--- config.mk ---
export PLATFORM = sky130hd
export DESIGN_NAME = prgi_top
export DESIGN_NICKNAME = d
export VERILOG_FILES = /design/src/rtl/prgi_pkg.sv /design/src/rtl/prgi_irq_sum.sv /design/src/rtl/prgi_rst_seq.sv /design/src/rtl/prgi_top.sv
export VERILOG_INCLUDE_DIRS = /design/src /design/src/rtl
export SDC_FILE = /design/constraint.sdc
export NUM_CORES = 1
export LEC_CHECK = 0
export BUFFER_PORTS_ARGS = -buffer_cell sky130_fd_sc_hd__buf_2
export CAP_MARGIN = 20
export CELL_PAD_IN_SITES_DETAIL_PLACEMENT = 1
export CELL_PAD_IN_SITES_GLOBAL_PLACEMENT = 2
export CORE_MARGIN = 1
export CORE_UTILIZATION = 25
export CTS_CLUSTER_DIAMETER = 50
export DETAILED_ROUTE_END_ITERATION = 7
export HOLD_SLACK_MARGIN = 0.08
export PLACE_DENSITY_LB_ADDON = 0.12
export SETUP_SLACK_MARGIN = 0.2
export SLEW_MARGIN = 20
export SYNTH_ARGS = -nofsm -noshare
export SYNTH_HDL_FRONTEND = slang
export SYNTH_SLANG_ARGS = --single-unit
--- constraint.sdc ---
create_clock -name i_mclk -period 3.2 [get_ports i_mclk]
set_clock_uncertainty 0.15 [all_clocks]
set_input_delay 0.64 -clock i_mclk [delete_from_list [all_inputs] [get_ports i_mclk]]
set_output_delay 0.64 -clock i_mclk [all_outputs]
set_load 0.005 [all_outputs]
--- src/rtl/prgi_consts.svh ---
// Register offsets, field positions, reset values and timing counts
`ifndef PRGI_CONSTS_SVH
`define PRGI_CONSTS_SVH

`define PRGI_ADDR_W          8
`define PRGI_OFS_PWR_CTRL    8'h0_1
`define PRGI_OFS_IRQ_SUM     8'h0_2
`define PRGI_OFS_IRQ_STAT    8'h0_4
`define PRGI_OFS_IRQ_MASK    8'h0_5
`define PRGI_BIT_CONV        0
`define PRGI_BIT_RX          1
`define PRGI_BIT_TX          2
`define PRGI_BIT_PB          3
`define PRGI_BIT_PA          4
`define PRGI_BIT_ALL         5
`define PRGI_BIT_RESET       7
`define PRGI_PWR_RST_VAL     8'h0_0
`define PRGI_PWR_WR_MASK     8'h3_F
`define PRGI_MASK_RST_VAL    8'h0_0
`define PRGI_SRC_CNT_W       3
`define PRGI_RESET_NS        64
`define PRGI_CLK_NS          8
`define PRGI_RESET_CYC       ((`PRGI_RESET_NS + `PRGI_CLK_NS - 1) / `PRGI_CLK_NS)

`endif

--- src/rtl/prgi_pkg.sv ---
// Types shared by the power, reset and interrupt summary block
package prgi_pkg;
  typedef enum logic [2:0] {
    PRGI_RUN   = 3'b001,
    PRGI_HOLD  = 3'b010,
    PRGI_DONE  = 3'b100
  } prgi_rst_state_t;
endpackage

--- src/rtl/prgi_irq_sum.sv ---
// Per-block interrupt summary: OR of unmasked active source flags
`timescale 1ns/1ps
`default_nettype none
module prgi_irq_sum (
  input  wire logic [7:0] i_conv_flags,
  input  wire logic [7:0] i_conv_mask,
  input  wire logic [7:0] i_rx_flags,
  input  wire logic [7:0] i_rx_mask,
  input  wire logic [7:0] i_tx_flags,
  input  wire logic [7:0] i_tx_mask,
  output logic [2:0]      o_sum
);
  function automatic logic any_active(input logic [7:0] f,
                                      input logic [7:0] m);
    any_active = |(f & m);
  endfunction

  // ==========================================================
  // Summary bits
  assign o_sum[0] = any_active(i_conv_flags, i_conv_mask);
  assign o_sum[1] = any_active(i_rx_flags, i_rx_mask);
  assign o_sum[2] = any_active(i_tx_flags, i_tx_mask);
endmodule // prgi_irq_sum
`default_nettype wire

--- src/rtl/prgi_rst_seq.sv ---
// Reset sequencer: stretches a reset request into a fixed init pulse
`timescale 1ns/1ps
`default_nettype none
`include "prgi_consts.svh"
module prgi_rst_seq (
  input  wire logic i_mclk,
  input  wire logic i_rst,
  input  wire logic i_req,
  output logic      o_init,
  output logic      o_done
);
  prgi_pkg::prgi_rst_state_t state_ff;
  prgi_pkg::prgi_rst_state_t nxt_state;
  logic [`PRGI_SRC_CNT_W-1:0] cnt_ff;
  logic [`PRGI_SRC_CNT_W-1:0] nxt_cnt;
  localparam logic [`PRGI_SRC_CNT_W-1:0] LAST =
    `PRGI_SRC_CNT_W'(`PRGI_RESET_CYC - 1);

  // ==========================================================
  // Sequence control
  always_comb begin
    nxt_state = state_ff;
    nxt_cnt   = cnt_ff;
    case (state_ff)
      prgi_pkg::PRGI_RUN: begin
        if (i_req) begin
          nxt_state = prgi_pkg::PRGI_HOLD;
          nxt_cnt   = '0;
        end
      end
      prgi_pkg::PRGI_HOLD: begin
        if (cnt_ff == LAST) begin
          nxt_state = prgi_pkg::PRGI_DONE;
        end else begin
          nxt_cnt = cnt_ff + 1'b1;
        end
      end
      prgi_pkg::PRGI_DONE: begin
        nxt_state = prgi_pkg::PRGI_RUN;
      end
      default: begin
        nxt_state = prgi_pkg::PRGI_RUN;
      end
    endcase
  end

  always_ff @(posedge i_mclk or posedge i_rst) begin
    if (i_rst) begin
      state_ff <= prgi_pkg::PRGI_RUN;
      cnt_ff   <= '0;
    end else begin
      state_ff <= nxt_state;
      cnt_ff   <= nxt_cnt;
    end
  end

  assign o_init = (state_ff == prgi_pkg::PRGI_HOLD);
  assign o_done = (state_ff == prgi_pkg::PRGI_DONE);
endmodule // prgi_rst_seq
`default_nettype wire

--- src/rtl/prgi_top.sv ---
// Power-down, software reset and global interrupt summary block
// How it works
// - Converter sleep bit 0 holds converter powered down; 1 runs it.
// - Receiver sleep bit 0 powers receiver down, its outputs low.
// - Port B sleep bit 0 powers port B down, outputs forced low.
// - Port A sleep bit 0 powers port A down, outputs forced low.
// - All-blocks sleep bit 0 powers down every block but host, registers.
// - Writing 1 to reset bit holds o_blk_rst high for 8 cycles; external reset does not.
// - Software reset returns all control registers to defaults.
// - Summary bit 0 shows converter interrupt active.
// - Summary bit 1 shows receiver interrupt active.
// - Summary bit 2 shows transmitter interrupt active.
// - Summary read-only; its bits 7..3 and control bit 6 read zero.
//
// The implementer's own choice: the strobed register port.
`timescale 1ns/1ps
`default_nettype none
`include "prgi_consts.svh"
module prgi_top (
  input  wire logic       i_mclk,
  input  wire logic       i_rst,
  input  wire logic [7:0] i_addr,
  input  wire logic [7:0] i_wdata,
  input  wire logic       i_wr,
  input  wire logic       i_rd,
  output logic [7:0]      o_rdata,
  input  wire logic [7:0] i_conv_flags,
  input  wire logic [7:0] i_conv_mask,
  input  wire logic [7:0] i_rx_flags,
  input  wire logic [7:0] i_rx_mask,
  input  wire logic [7:0] i_tx_flags,
  input  wire logic [7:0] i_tx_mask,
  input  wire logic [3:0] i_rx_outs,
  input  wire logic [3:0] i_tx_outs,
  input  wire logic [3:0] i_pa_outs,
  input  wire logic [3:0] i_pb_outs,
  output logic            o_conv_run,
  output logic            o_rx_run,
  output logic            o_tx_run,
  output logic            o_pa_run,
  output logic            o_pb_run,
  output logic [3:0]      o_rx_outs,
  output logic [3:0]      o_tx_outs,
  output logic [3:0]      o_pa_outs,
  output logic [3:0]      o_pb_outs,
  output logic            o_blk_rst,
  output logic            o_irq
);
  logic [7:0] pwr_ff;
  logic [7:0] nxt_pwr;
  logic [7:0] stat_ff;
  logic [7:0] nxt_stat;
  logic [7:0] mask_ff;
  logic [7:0] nxt_mask;
  logic [7:0] rdata_ff;
  logic [7:0] nxt_rdata;
  logic [2:0] sum;
  logic [2:0] sum_q_ff;
  logic [2:0] nxt_sum_q;
  logic       init;
  logic       done;
  logic       all_on;

  // ==========================================================
  // Submodules
  prgi_irq_sum u_sum (
    .i_conv_flags (i_conv_flags),
    .i_conv_mask  (i_conv_mask),
    .i_rx_flags   (i_rx_flags),
    .i_rx_mask    (i_rx_mask),
    .i_tx_flags   (i_tx_flags),
    .i_tx_mask    (i_tx_mask),
    .o_sum        (sum)
  );

  prgi_rst_seq u_seq (
    .i_mclk (i_mclk),
    .i_rst  (i_rst),
    .i_req  (pwr_ff[`PRGI_BIT_RESET]),
    .o_init (init),
    .o_done (done)
  );

  // ==========================================================
  // Register file
  always_comb begin
    nxt_pwr   = pwr_ff;
    nxt_mask  = mask_ff;
    nxt_rdata = 8'h0_0;
    nxt_sum_q = sum;
    // Rising summary bits latch sticky status; set wins over clear
    nxt_stat  = stat_ff;
    if (i_wr && i_addr == `PRGI_OFS_IRQ_STAT) begin
      nxt_stat = stat_ff & ~i_wdata;
    end
    nxt_stat[2:0] = nxt_stat[2:0] | (sum & ~sum_q_ff);
    if (i_wr && i_addr == `PRGI_OFS_PWR_CTRL) begin
      nxt_pwr = i_wdata & (`PRGI_PWR_WR_MASK | 8'h8_0);
    end
    if (i_wr && i_addr == `PRGI_OFS_IRQ_MASK) begin
      nxt_mask = i_wdata & 8'h0_7;
    end
    if (done) begin
      nxt_pwr  = `PRGI_PWR_RST_VAL;
      nxt_mask = `PRGI_MASK_RST_VAL;
      nxt_stat = 8'h0_0;
    end
    if (i_rd) begin
      case (i_addr)
        `PRGI_OFS_PWR_CTRL: nxt_rdata = pwr_ff;
        `PRGI_OFS_IRQ_SUM: begin
          nxt_rdata = {5'h0_0, sum};
        end
        `PRGI_OFS_IRQ_STAT: nxt_rdata = stat_ff;
        `PRGI_OFS_IRQ_MASK: nxt_rdata = mask_ff;
        default:            nxt_rdata = 8'h0_0;
      endcase
    end
  end

  always_ff @(posedge i_mclk or posedge i_rst) begin
    if (i_rst) begin
      pwr_ff   <= `PRGI_PWR_RST_VAL;
      mask_ff  <= `PRGI_MASK_RST_VAL;
      stat_ff  <= 8'h0_0;
      rdata_ff <= 8'h0_0;
      sum_q_ff <= 3'h0;
    end else begin
      pwr_ff   <= nxt_pwr;
      mask_ff  <= nxt_mask;
      stat_ff  <= nxt_stat;
      rdata_ff <= nxt_rdata;
      sum_q_ff <= nxt_sum_q;
    end
  end

  // ==========================================================
  // Power gating
  assign all_on     = pwr_ff[`PRGI_BIT_ALL] & ~init;
  assign o_conv_run = all_on & pwr_ff[`PRGI_BIT_CONV];
  assign o_rx_run   = all_on & pwr_ff[`PRGI_BIT_RX];
  assign o_tx_run   = all_on & pwr_ff[`PRGI_BIT_TX];
  assign o_pb_run   = all_on & pwr_ff[`PRGI_BIT_PB];
  assign o_pa_run   = all_on & pwr_ff[`PRGI_BIT_PA];
  assign o_rx_outs  = i_rx_outs & {4{o_rx_run}};
  assign o_tx_outs  = i_tx_outs & {4{o_tx_run}};
  assign o_pb_outs  = i_pb_outs & {4{o_pb_run}};
  assign o_pa_outs  = i_pa_outs & {4{o_pa_run}};
  assign o_blk_rst  = init;
  assign o_rdata    = rdata_ff;
  assign o_irq      = |(stat_ff & mask_ff);
endmodule // prgi_top
`default_nettype wire

-- After elaboration in Yosys (flattened, before gate mapping)
Cells that the tools add are included.
- bitwise operators: 20
- equality and inequality tests: 11
- add/subtract/negate cells: 1
- mux-type cells: 14
- reductions and logical operators: 13
- operators with widths (cell ; count):
    two-way mux 8 bit ; 7
    AND 8 bit ; 5
    one-hot mux 8 bit (4 select lines) ; 1
    OR reduction 8 bit ; 4
    AND 4 bit ; 4
    equality test 8 x 3 -> 1 bit, second input constant ; 2
    two-way mux 3 bit ; 4
    one-hot mux 3 bit (2 select lines) ; 2
    equality test 8 x 1 -> 1 bit, second input constant ; 1
    equality test 8 x 2 -> 1 bit, second input constant ; 1
    NOT 8 bit ; 1
    nonzero test 2 bit ; 4
    AND 1 bit ; 6
    equality test 3 bit, second input constant ; 2
    != test 2 bit, second input constant ; 2
    adder 3 x 1 -> 3 bit, second input constant ; 1
    AND 3 bit ; 1
    equality test 3 x 1 -> 1 bit, second input constant ; 1
    equality test 3 x 2 -> 1 bit, second input constant ; 1
    logical AND 1 bit ; 3
    NOT 3 bit ; 1
    bitwise OR 3 bit ; 1
    AND reduction 3 bit ; 1
    != test 2 x 1 -> 1 bit, second input constant ; 1
    2 further kinds ; 2
- bits in registers: 41
- input bits: 84
- output and inout port bits: 31
- logic and storage cells: 67

-- Longest topological paths before layout
Gate-level depths: netlist of run 1.
- depth after elaboration: 5
- depth in mapped cells: 5
- depth with buffers taken out: 5

-- Hierarchy
From an unflattened synthesis of run 1, not the netlist that was laid out.
- cell total of the unflattened synthesis: 201
- area, all modules: 1996.9 um2
- by module, submodules not included (module ; times used ; area each (um2) ; cells each ; sequential area each (um2)):
    prgi_top ; 1 ; 1575.3 ; 161 ; 725.7
    prgi_rst_seq ; 1 ; 312.8 ; 25 ; 151.4
    prgi_irq_sum ; 1 ; 108.9 ; 15 ; 0.0

-- Least setup slack after synthesis of run 1
OpenSTA, ideal clock, no wires.
- kind: flip-flop to output port
- from: register u_seq.state_ff[2]
- to: output o_pa_outs[0]
- cell stages (with the launch flop): 5
- path buffers: 1
- arrival time: 1.277 ns
- slack: 1.133 ns
- data required time: 2.410 ns
- cells stage by stage: dfrtp_1 -> or3b_1 -> buf_6 -> and3_4 -> and2_1
- word-level cells in the longest chain between the ends: 5
- RTL lines (what ; line ; source):
    from (decl) ; prgi_rst_seq.sv:12 ; prgi_pkg::prgi_rst_state_t state_ff;
    from (signal assigned) ; prgi_rst_seq.sv:49 ; state_ff <= prgi_pkg::PRGI_RUN;
    from (signal assigned) ; prgi_rst_seq.sv:52 ; state_ff <= nxt_state;
    equality test 3 x 2 -> 1 bit ; prgi_rst_seq.sv:57 ; assign o_init = (state_ff == prgi_pkg::PRGI_HOLD);
    NOT 1 bit ; prgi_top.sv:139 ; assign all_on = pwr_ff[`PRGI_BIT_ALL] & ~init;
    AND 1 bit ; prgi_top.sv:139 ;
    AND 1 bit ; prgi_top.sv:144 ; assign o_pa_run = all_on & pwr_ff[`PRGI_BIT_PA];
    named net o_pa_run ; prgi_top.sv:40 ; output logic o_pa_run,
    AND 4 bit ; prgi_top.sv:148 ; assign o_pa_outs = i_pa_outs & {4{o_pa_run}};
    to (decl) ; prgi_top.sv:44 ; output logic [3:0] o_pa_outs,
The timed path passes the listed nets, and every way through them passes these cells.

-- Final worst setup path of run 1
- from: register u_seq.state_ff[2]
- to: output o_pa_outs[0]
- word-level cells in the longest chain between the ends: 5
- RTL lines (what ; line):
    equality test 3 x 2 -> 1 bit ; prgi_rst_seq.sv:57
    NOT 1 bit ; prgi_top.sv:139
    AND 1 bit ; prgi_top.sv:139
    AND 1 bit ; prgi_top.sv:144
    AND 4 bit ; prgi_top.sv:148
Every way passes these cells.

==> results.json, run 1 <==
{
  "whs_path_depth": 1,
  "hold_viol": 0,
  "clkSlewWorstSetupHoldPaths_ns": 0.07,
  "place.gp.congestion": 0.7520,
  "cp.required_ns": 2.41,
  "fill_cells": 866,
  "reg2reg_depth": 3,
  "grt-ovfl-total": 0,
  "antenna_found_initial": 0,
  "core_sq_um": 6944,
  "critPathLaunchType": "register",
  "final_cell_mix": "buf_2, dfrtp_1, nand2_1, a22oi_1, and2_1",
  "htree_num_levels": 2,
  "slowest_stage": "or3b_1",
  "place_hpwl_mm": 4.361,
  "cts_num_sinks": 35,
  "setup_ws_ns": 0.5727,
  "crit_path_max_fanout": 9,
  "tns_ns": 0,
  "outcome": "complete, no violations",
  "setup_viol": 0,
  "grt_use_total_pct": 14.36,
  "die_area_sq_um": 7689,
  "slew_violations": 0,
  "final-seq-area_sq_um": 877.1,
  "layout-drive-gt1-share_pct": 44.74,
  "p_seq_share_pct": 51.7,
  "rsz0062_at_grt": "false",
  "clock_latency_ns": 0.28,
  "synth_cells": 187,
  "syn_area_sq_um": 1836,
  "finalInstanceArea_sq_um": 2596,
  "routed_wl_mm": 5.393,
  "dp_cells": 392,
  "post_drt_wl_per_cell_microns": 13.48,
  "cap_violations": 0,
  "die_h_microns": 87.69,
  "grt_pass1_vias": 1839,
  "fin_nets": 390,
  "grt_max_degree": 34,
  "worstMarginPinSlew_ns": 0.9300,
  "synth_flop_cell": "dfrtp_1",
  "holdBufCountCts": 1,
  "port_buffers": 114,
  "crit_family": "simple AND/OR/NAND/NOR gates",
  "clockRootBuffer": "clkbuf_8",
  "critPathKind": "register to output port",
  "grt_pass1_wl_mm": 8.507,
  "critPathArrivalTime_ns": 1.84,
  "layout.cells.most_common": "buf_2",
  "fp.dieW_microns": 87.69,
  "path_cells": "or3b_1 -> and3_4 -> and2_1 -> buf_2",
  "start_util_pct": 26.43,
  "drc": 0,
  "seq_area_frac_synth_pct": 47.78,
  "synthArstFlopShare_pct": 100.0,
  "yosysUniqueCellTypes": 37,
  "p_sw_mw": 0.2206,
  "holdWs_ns": 0.2797,
  "slowest_delay_ns": 0.57,
  "post_cts_resized": 0,
  "period_share_pct": 82.10,
  "drt_iter0_markers": 66,
  "syn_area_per_cell_sq_um": 9.816,
  "dpl-instance-area_sq_um": 2499,
  "fin_util_pct": 37.39,
  "post_cts_buffers": 0,
  "pin_count": 115,
  "p_clk_share_pct": 35.0,
  "max_freq_mhz": 380.6,
  "drt-pass1-iter-count": 4,
  "n_antenna_cell": 0,
  "synth_edf_count": 0,
  "dp_slack_ns": 0.8532,
  "synth.net_count": 273,
  "final_cells": 400,
  "critPathBufInv": 1,
  "syn2layout_area_growth_pct": 41.45,
  "swShare_pct": 24.10,
  "peakVddDrop_uv": 113.0,
  "cellLeakagePower_nw": 1.373,
  "rows": 30,
  "period_minus_slack_ns": 2.627,
  "hold_path.class": "register to register",
  "power_density_nw_per_um2": 352.7,
  "crit_cells": 4,
  "pwr-share-comb_pct": 13.3,
  "numCtsBuffers": 5,
  "num_vias": 1863,
  "synth_warnings": 0,
  "cts_buffer_depth": 2,
  "viasPerCell": 4.658,
  "synth-seq-cells": 35,
  "multi_input_area_sq_um": 882.1,
  "power_mw": 0.9156,
  "ant_nets": 0,
  "critPathCaptureType": "output port",
  "slew_headroom_pct": 37.85,
  "internal_power_mw": 0.6950,
  "tritoncts": "built"
}
-- final timing paths --
path                       slack [ns]                           from                            end
max in group asynchronous        1.64                          i_rst  u_seq.state_ff[0]$_DFFE_PP1P_
hold reg to reg                  0.28          sum_q_ff[2]$_DFF_PP0_           stat_ff[2]$_DFF_PP0_
min in group asynchronous        0.60                          i_rst    u_seq.cnt_ff[0]$_DFFE_PP0P_
hold / removal                   0.28          sum_q_ff[2]$_DFF_PP0_           stat_ff[2]$_DFF_PP0_
setup reg to reg                 1.36  u_seq.state_ff[1]$_DFFE_PP0P_           stat_ff[0]$_DFF_PP0_
setup / recovery                 0.57  u_seq.state_ff[2]$_DFFE_PP0P_                   o_pa_outs[0]
-- worst register-to-register path, stage by stage, from the launching register on --
cell and delay [ns]:
dfrtp_1 0.43, nor2_1 0.13, nand2_1 0.56, a31o_2 0.46
-- synthesized netlist by cell type, drive strengths merged (2+ instances only) --
| cell | number | area share (%) |
|---|---|---|
| dfrtp | 34 | 46 |
| nand2 | 20 | 4.1 |
| a22oi | 19 | 7.8 |
| and2 | 18 | 6.1 |
| nand3 | 15 | 4.1 |
| o21ai | 12 | 3.3 |
| inv | 9 | 1.8 |
| nor2 | 9 | 1.8 |
| and3 | 6 | 3.1 |
| buf | 6 | 2.1 |
| a21oi | 5 | 1.4 |
| nand4 | 4 | 1.4 |
| mux2 | 3 | 1.8 |
| o31ai | 3 | 1.2 |
| and4 | 2 | 0.95 |
| ha | 2 | 1.4 |
| nor2b | 2 | 0.68 |
| nor3 | 2 | 1.2 |
| o22ai | 2 | 0.68 |
| o32ai | 2 | 2.0 |
| or2 | 2 | 0.68 |
| or2b | 2 | 0.82 |
-- power groups by stage --
stage / Clock [mW] / Combinational [mW] / Sequential [mW]
after global placement: 0 / 0.122 / 0.482
after CTS: 0.339 / 0.125 / 0.473
final: 0.321 / 0.122 / 0.473
after floorplan: 0 / 0.0528 / 0.476
after global routing: 0.354 / 0.138 / 0.476
after detailed placement: 0 / 0.124 / 0.481
-- per-layer routing --
layer	wire length (microns)	vias up	global-route usage, %
li1	-	905	-
met1	2352	881	17.74
met2	2609	72	24.72
met3	380	5	3.487
met4	51	0	4.471
met5	0	-	0
-- layout make-up --
cell class,instances,share of cell area (%)
Multi-Input combinational cell,136,33.98
Sequential cell,35,33.78
Timing Repair Buffer,117,22.94
Tap cell,96,4.626
Clock buffer,6,3.181
Inverter,9,1.301
Clock inverter,1,0.1928
-- registers in the layout (all words and copies together), names as in the netlist --
register,cells
u_seq.state_ff,3
o_rdata,8
sum_q_ff,3
u_seq.cnt_ff,3
mask_ff,3
stat_ff,8
pwr_ff,7
-- cell families (layout without fill, tap and decap cells) --
| logic type | count (synthesis) | after routing | synth area share [%] |
|---|---|---|---|
| flops | 35 | 35 | 47.79 |
| simple gates | 85 | 85 | 27.06 |
| mux | 3 | 3 | 1.840 |
| compound gates | 46 | 46 | 17.79 |
| buf+inv | 16 | 133 | 4.158 |
| fa+ha+maj | 2 | 2 | 1.363 |
No activity file was read; power rests on OpenSTA's default activity.
==> run 2: changes to the inputs <==
--- a/config.mk
+++ b/config.mk
@@ -11,7 +11,7 @@
 export CELL_PAD_IN_SITES_DETAIL_PLACEMENT = 1
 export CELL_PAD_IN_SITES_GLOBAL_PLACEMENT = 2
 export CORE_MARGIN = 1
-export CORE_UTILIZATION = 25
+export CORE_UTILIZATION = 23
 export CTS_CLUSTER_DIAMETER = 50
 export DETAILED_ROUTE_END_ITERATION = 7
 export HOLD_SLACK_MARGIN = 0.08
==> constraint.sdc (replaced) <==
create_clock -name i_mclk -period 2.6 [get_ports i_mclk]
set_clock_uncertainty 0.15 [all_clocks]
set_input_delay 0.52 -clock i_mclk [delete_from_list [all_inputs] [get_ports i_mclk]]
set_output_delay 0.52 -clock i_mclk [all_outputs]
set_load 0.005 [all_outputs]
==> results.json, run 2 (same netlist as run 1, synthesis figures left out) <==
{
  "drt_iter0_markers": 66,
  "clockRootBuffer": "clkbuf_8",
  "grt-ovfl-total": 0,
  "syn2layout_area_growth_pct": 45.81,
  "rows": 32,
  "slew_violations": 0,
  "grt_pass1_vias": 1961,
  "hold_path.class": "input port to asynchronous set/reset pin",
  "holdBufCountCts": 0,
  "tns_ns": 0,
  "cellLeakagePower_nw": 1.404,
  "setup_viol": 0,
  "cap_violations": 0,
  "clock_latency_ns": 0.29,
  "htree_num_levels": 2,
  "antenna_found_initial": 0,
  "dp_slack_ns": 0.4067,
  "holdWs_ns": 0.1826,
  "power_mw": 1.329,
  "reg2reg_depth": 5,
  "start_util_pct": 23.75,
  "crit_path_max_fanout": 6,
  "peakVddDrop_uv": 219.1,
  "ant_nets": 0,
  "critPathArrivalTime_ns": 1.63,
  "fill_cells": 939,
  "place_hpwl_mm": 4.465,
  "clkSlewWorstSetupHoldPaths_ns": 0.08,
  "drt-pass1-iter-count": 4,
  "fp.dieW_microns": 91.34,
  "hold_viol": 0,
  "port_buffers": 114,
  "cp.required_ns": 1.93,
  "cts_num_sinks": 35,
  "final_cell_mix": "buf_2, dfrtp_1, nand2_1, a22oi_1, and2_1",
  "num_vias": 1878,
  "slew_headroom_pct": 65.94,
  "critPathKind": "register to output port",
  "reg2reg_to": "u_seq.cnt_ff[0]$_DFFE_PP0P_",
  "power_density_nw_per_um2": 496.7,
  "routed_wl_mm": 5.632,
  "setup_ws_ns": 0.2978,
  "max_freq_mhz": 434.4,
  "reg2reg_from": "u_seq.state_ff[2]$_DFFE_PP0P_",
  "drc": 0,
  "grt_use_total_pct": 14.34,
  "place.gp.congestion": 0.7259,
  "critPathLaunchType": "register",
  "critPathCaptureType": "output port",
  "outcome": "complete, no violations",
  "period_share_pct": 88.55,
  "cts_buffer_depth": 2,
  "numCtsBuffers": 5,
  "post_drt_wl_per_cell_microns": 13.74,
  "fin_nets": 393,
  "grt_max_degree": 36,
  "period_minus_slack_ns": 2.302,
  "rsz0062_at_grt": "false",
  "n_antenna_cell": 0,
  "dp_cells": 401,
  "rrSetupSlack_ns": 0.91,
  "layout-drive-gt1-share_pct": 46.43,
  "final_cells": 410,
  "pin_count": 115,
  "tritoncts": "built",
  "die_h_microns": 91.34,
  "grt_pass1_wl_mm": 9.528,
  "worstMarginPinSlew_ns": 0.5109,
  "viasPerCell": 4.580,
  "die_area_sq_um": 8342,
  "layout.cells.most_common": "buf_2",
  "core_sq_um": 7727
}
==> run 2: cell count changes in the layout (fill, tap and decap cells not counted), sizes merged <==
| cell | previous run | this run |
|---|---|---|
| buf | 116 | 120 |
| bufinv | 0 | 2 |
| clkbuf | 6 | 5 |
| clkinv | 1 | 0 |
| clkinvlp | 0 | 1 |
| dlygate4sd3 | 1 | 0 |
==> run 2: where the power goes <==
group / switching, mW / internal [mW] / leakage, nW
clock: 0.214 / 0.383 / 0.0644
sequential: 0.0171 / 0.565 / 0.416
combinational: 0.0684 / 0.0824 / 0.924
==> run 2: per-stage QoR <==
| stage | util [%] | area, sq um |
|---|---|---|
| after global routing | 34.63 | 2676 |
| final | 34.63 | 2676 |
| after detailed placement | 32.72 | 2529 |
| after CTS | 34.52 | 2668 |
| after floorplan | - | 1836 |
| after global placement | 32.72 | 2529 |
==> run 2: routing by layer <==
metal,global-route usage (%),vias up,part of all wire (%)
li1,-,911,-
met1,17.58,859,42
met2,24.68,102,48
met3,4.104,6,9.2
met4,3.571,0,0.85
met5,0,-,0
==> run 2: how the worst max path moves through the flow <==
stage | cells after the start | slack [ns] | to | from
floorplan | 4 | 0.65 | o_pa_outs[0] | u_seq.state_ff[2]$_DFFE_PP0P_
CTS | 4 | 0.21 | o_pa_outs[2] | u_seq.state_ff[2]$_DFFE_PP0P_
detailed placement | 4 | 0.41 | o_pa_outs[2] | u_seq.state_ff[2]$_DFFE_PP0P_
global placement | 4 | 0.43 | o_pb_outs[2] | u_seq.state_ff[2]$_DFFE_PP0P_
finish | 4 | 0.30 | o_pa_outs[2] | u_seq.state_ff[2]$_DFFE_PP0P_
global route | 4 | 0.23 | o_pb_outs[3] | u_seq.state_ff[2]$_DFFE_PP0P_
==> run 2: layout make-up <==
cell class	instances	area [sq um]	share of cell area [%]
inverters	9	33.78	1.262
clock buffers	5	68.82	2.571
flip-flops and latches	35	878.3	32.82
multi-input cells	136	884.6	33.05
repair buffers	120	615.6	23.00
clock inverters	3	67.56	2.525
well taps	102	127.6	4.769
==> run 2: what timing repair did <==
| item | 4_1_cts | 5_1_grt |
|---|---|---|
| setup endpoints to repair | 16 | 16 |
| setup buffers | 0 | 1 |
| resized for setup | 1 | 1 |
| pin swaps | 0 | 1 |
==> run 2: critical path, stage by stage (launching register included) <==
cell and delay (ns):
dfrtp_1 0.44, or3b_4 0.43, and3_4 0.21, and2_1 0.15, buf_2 0.12
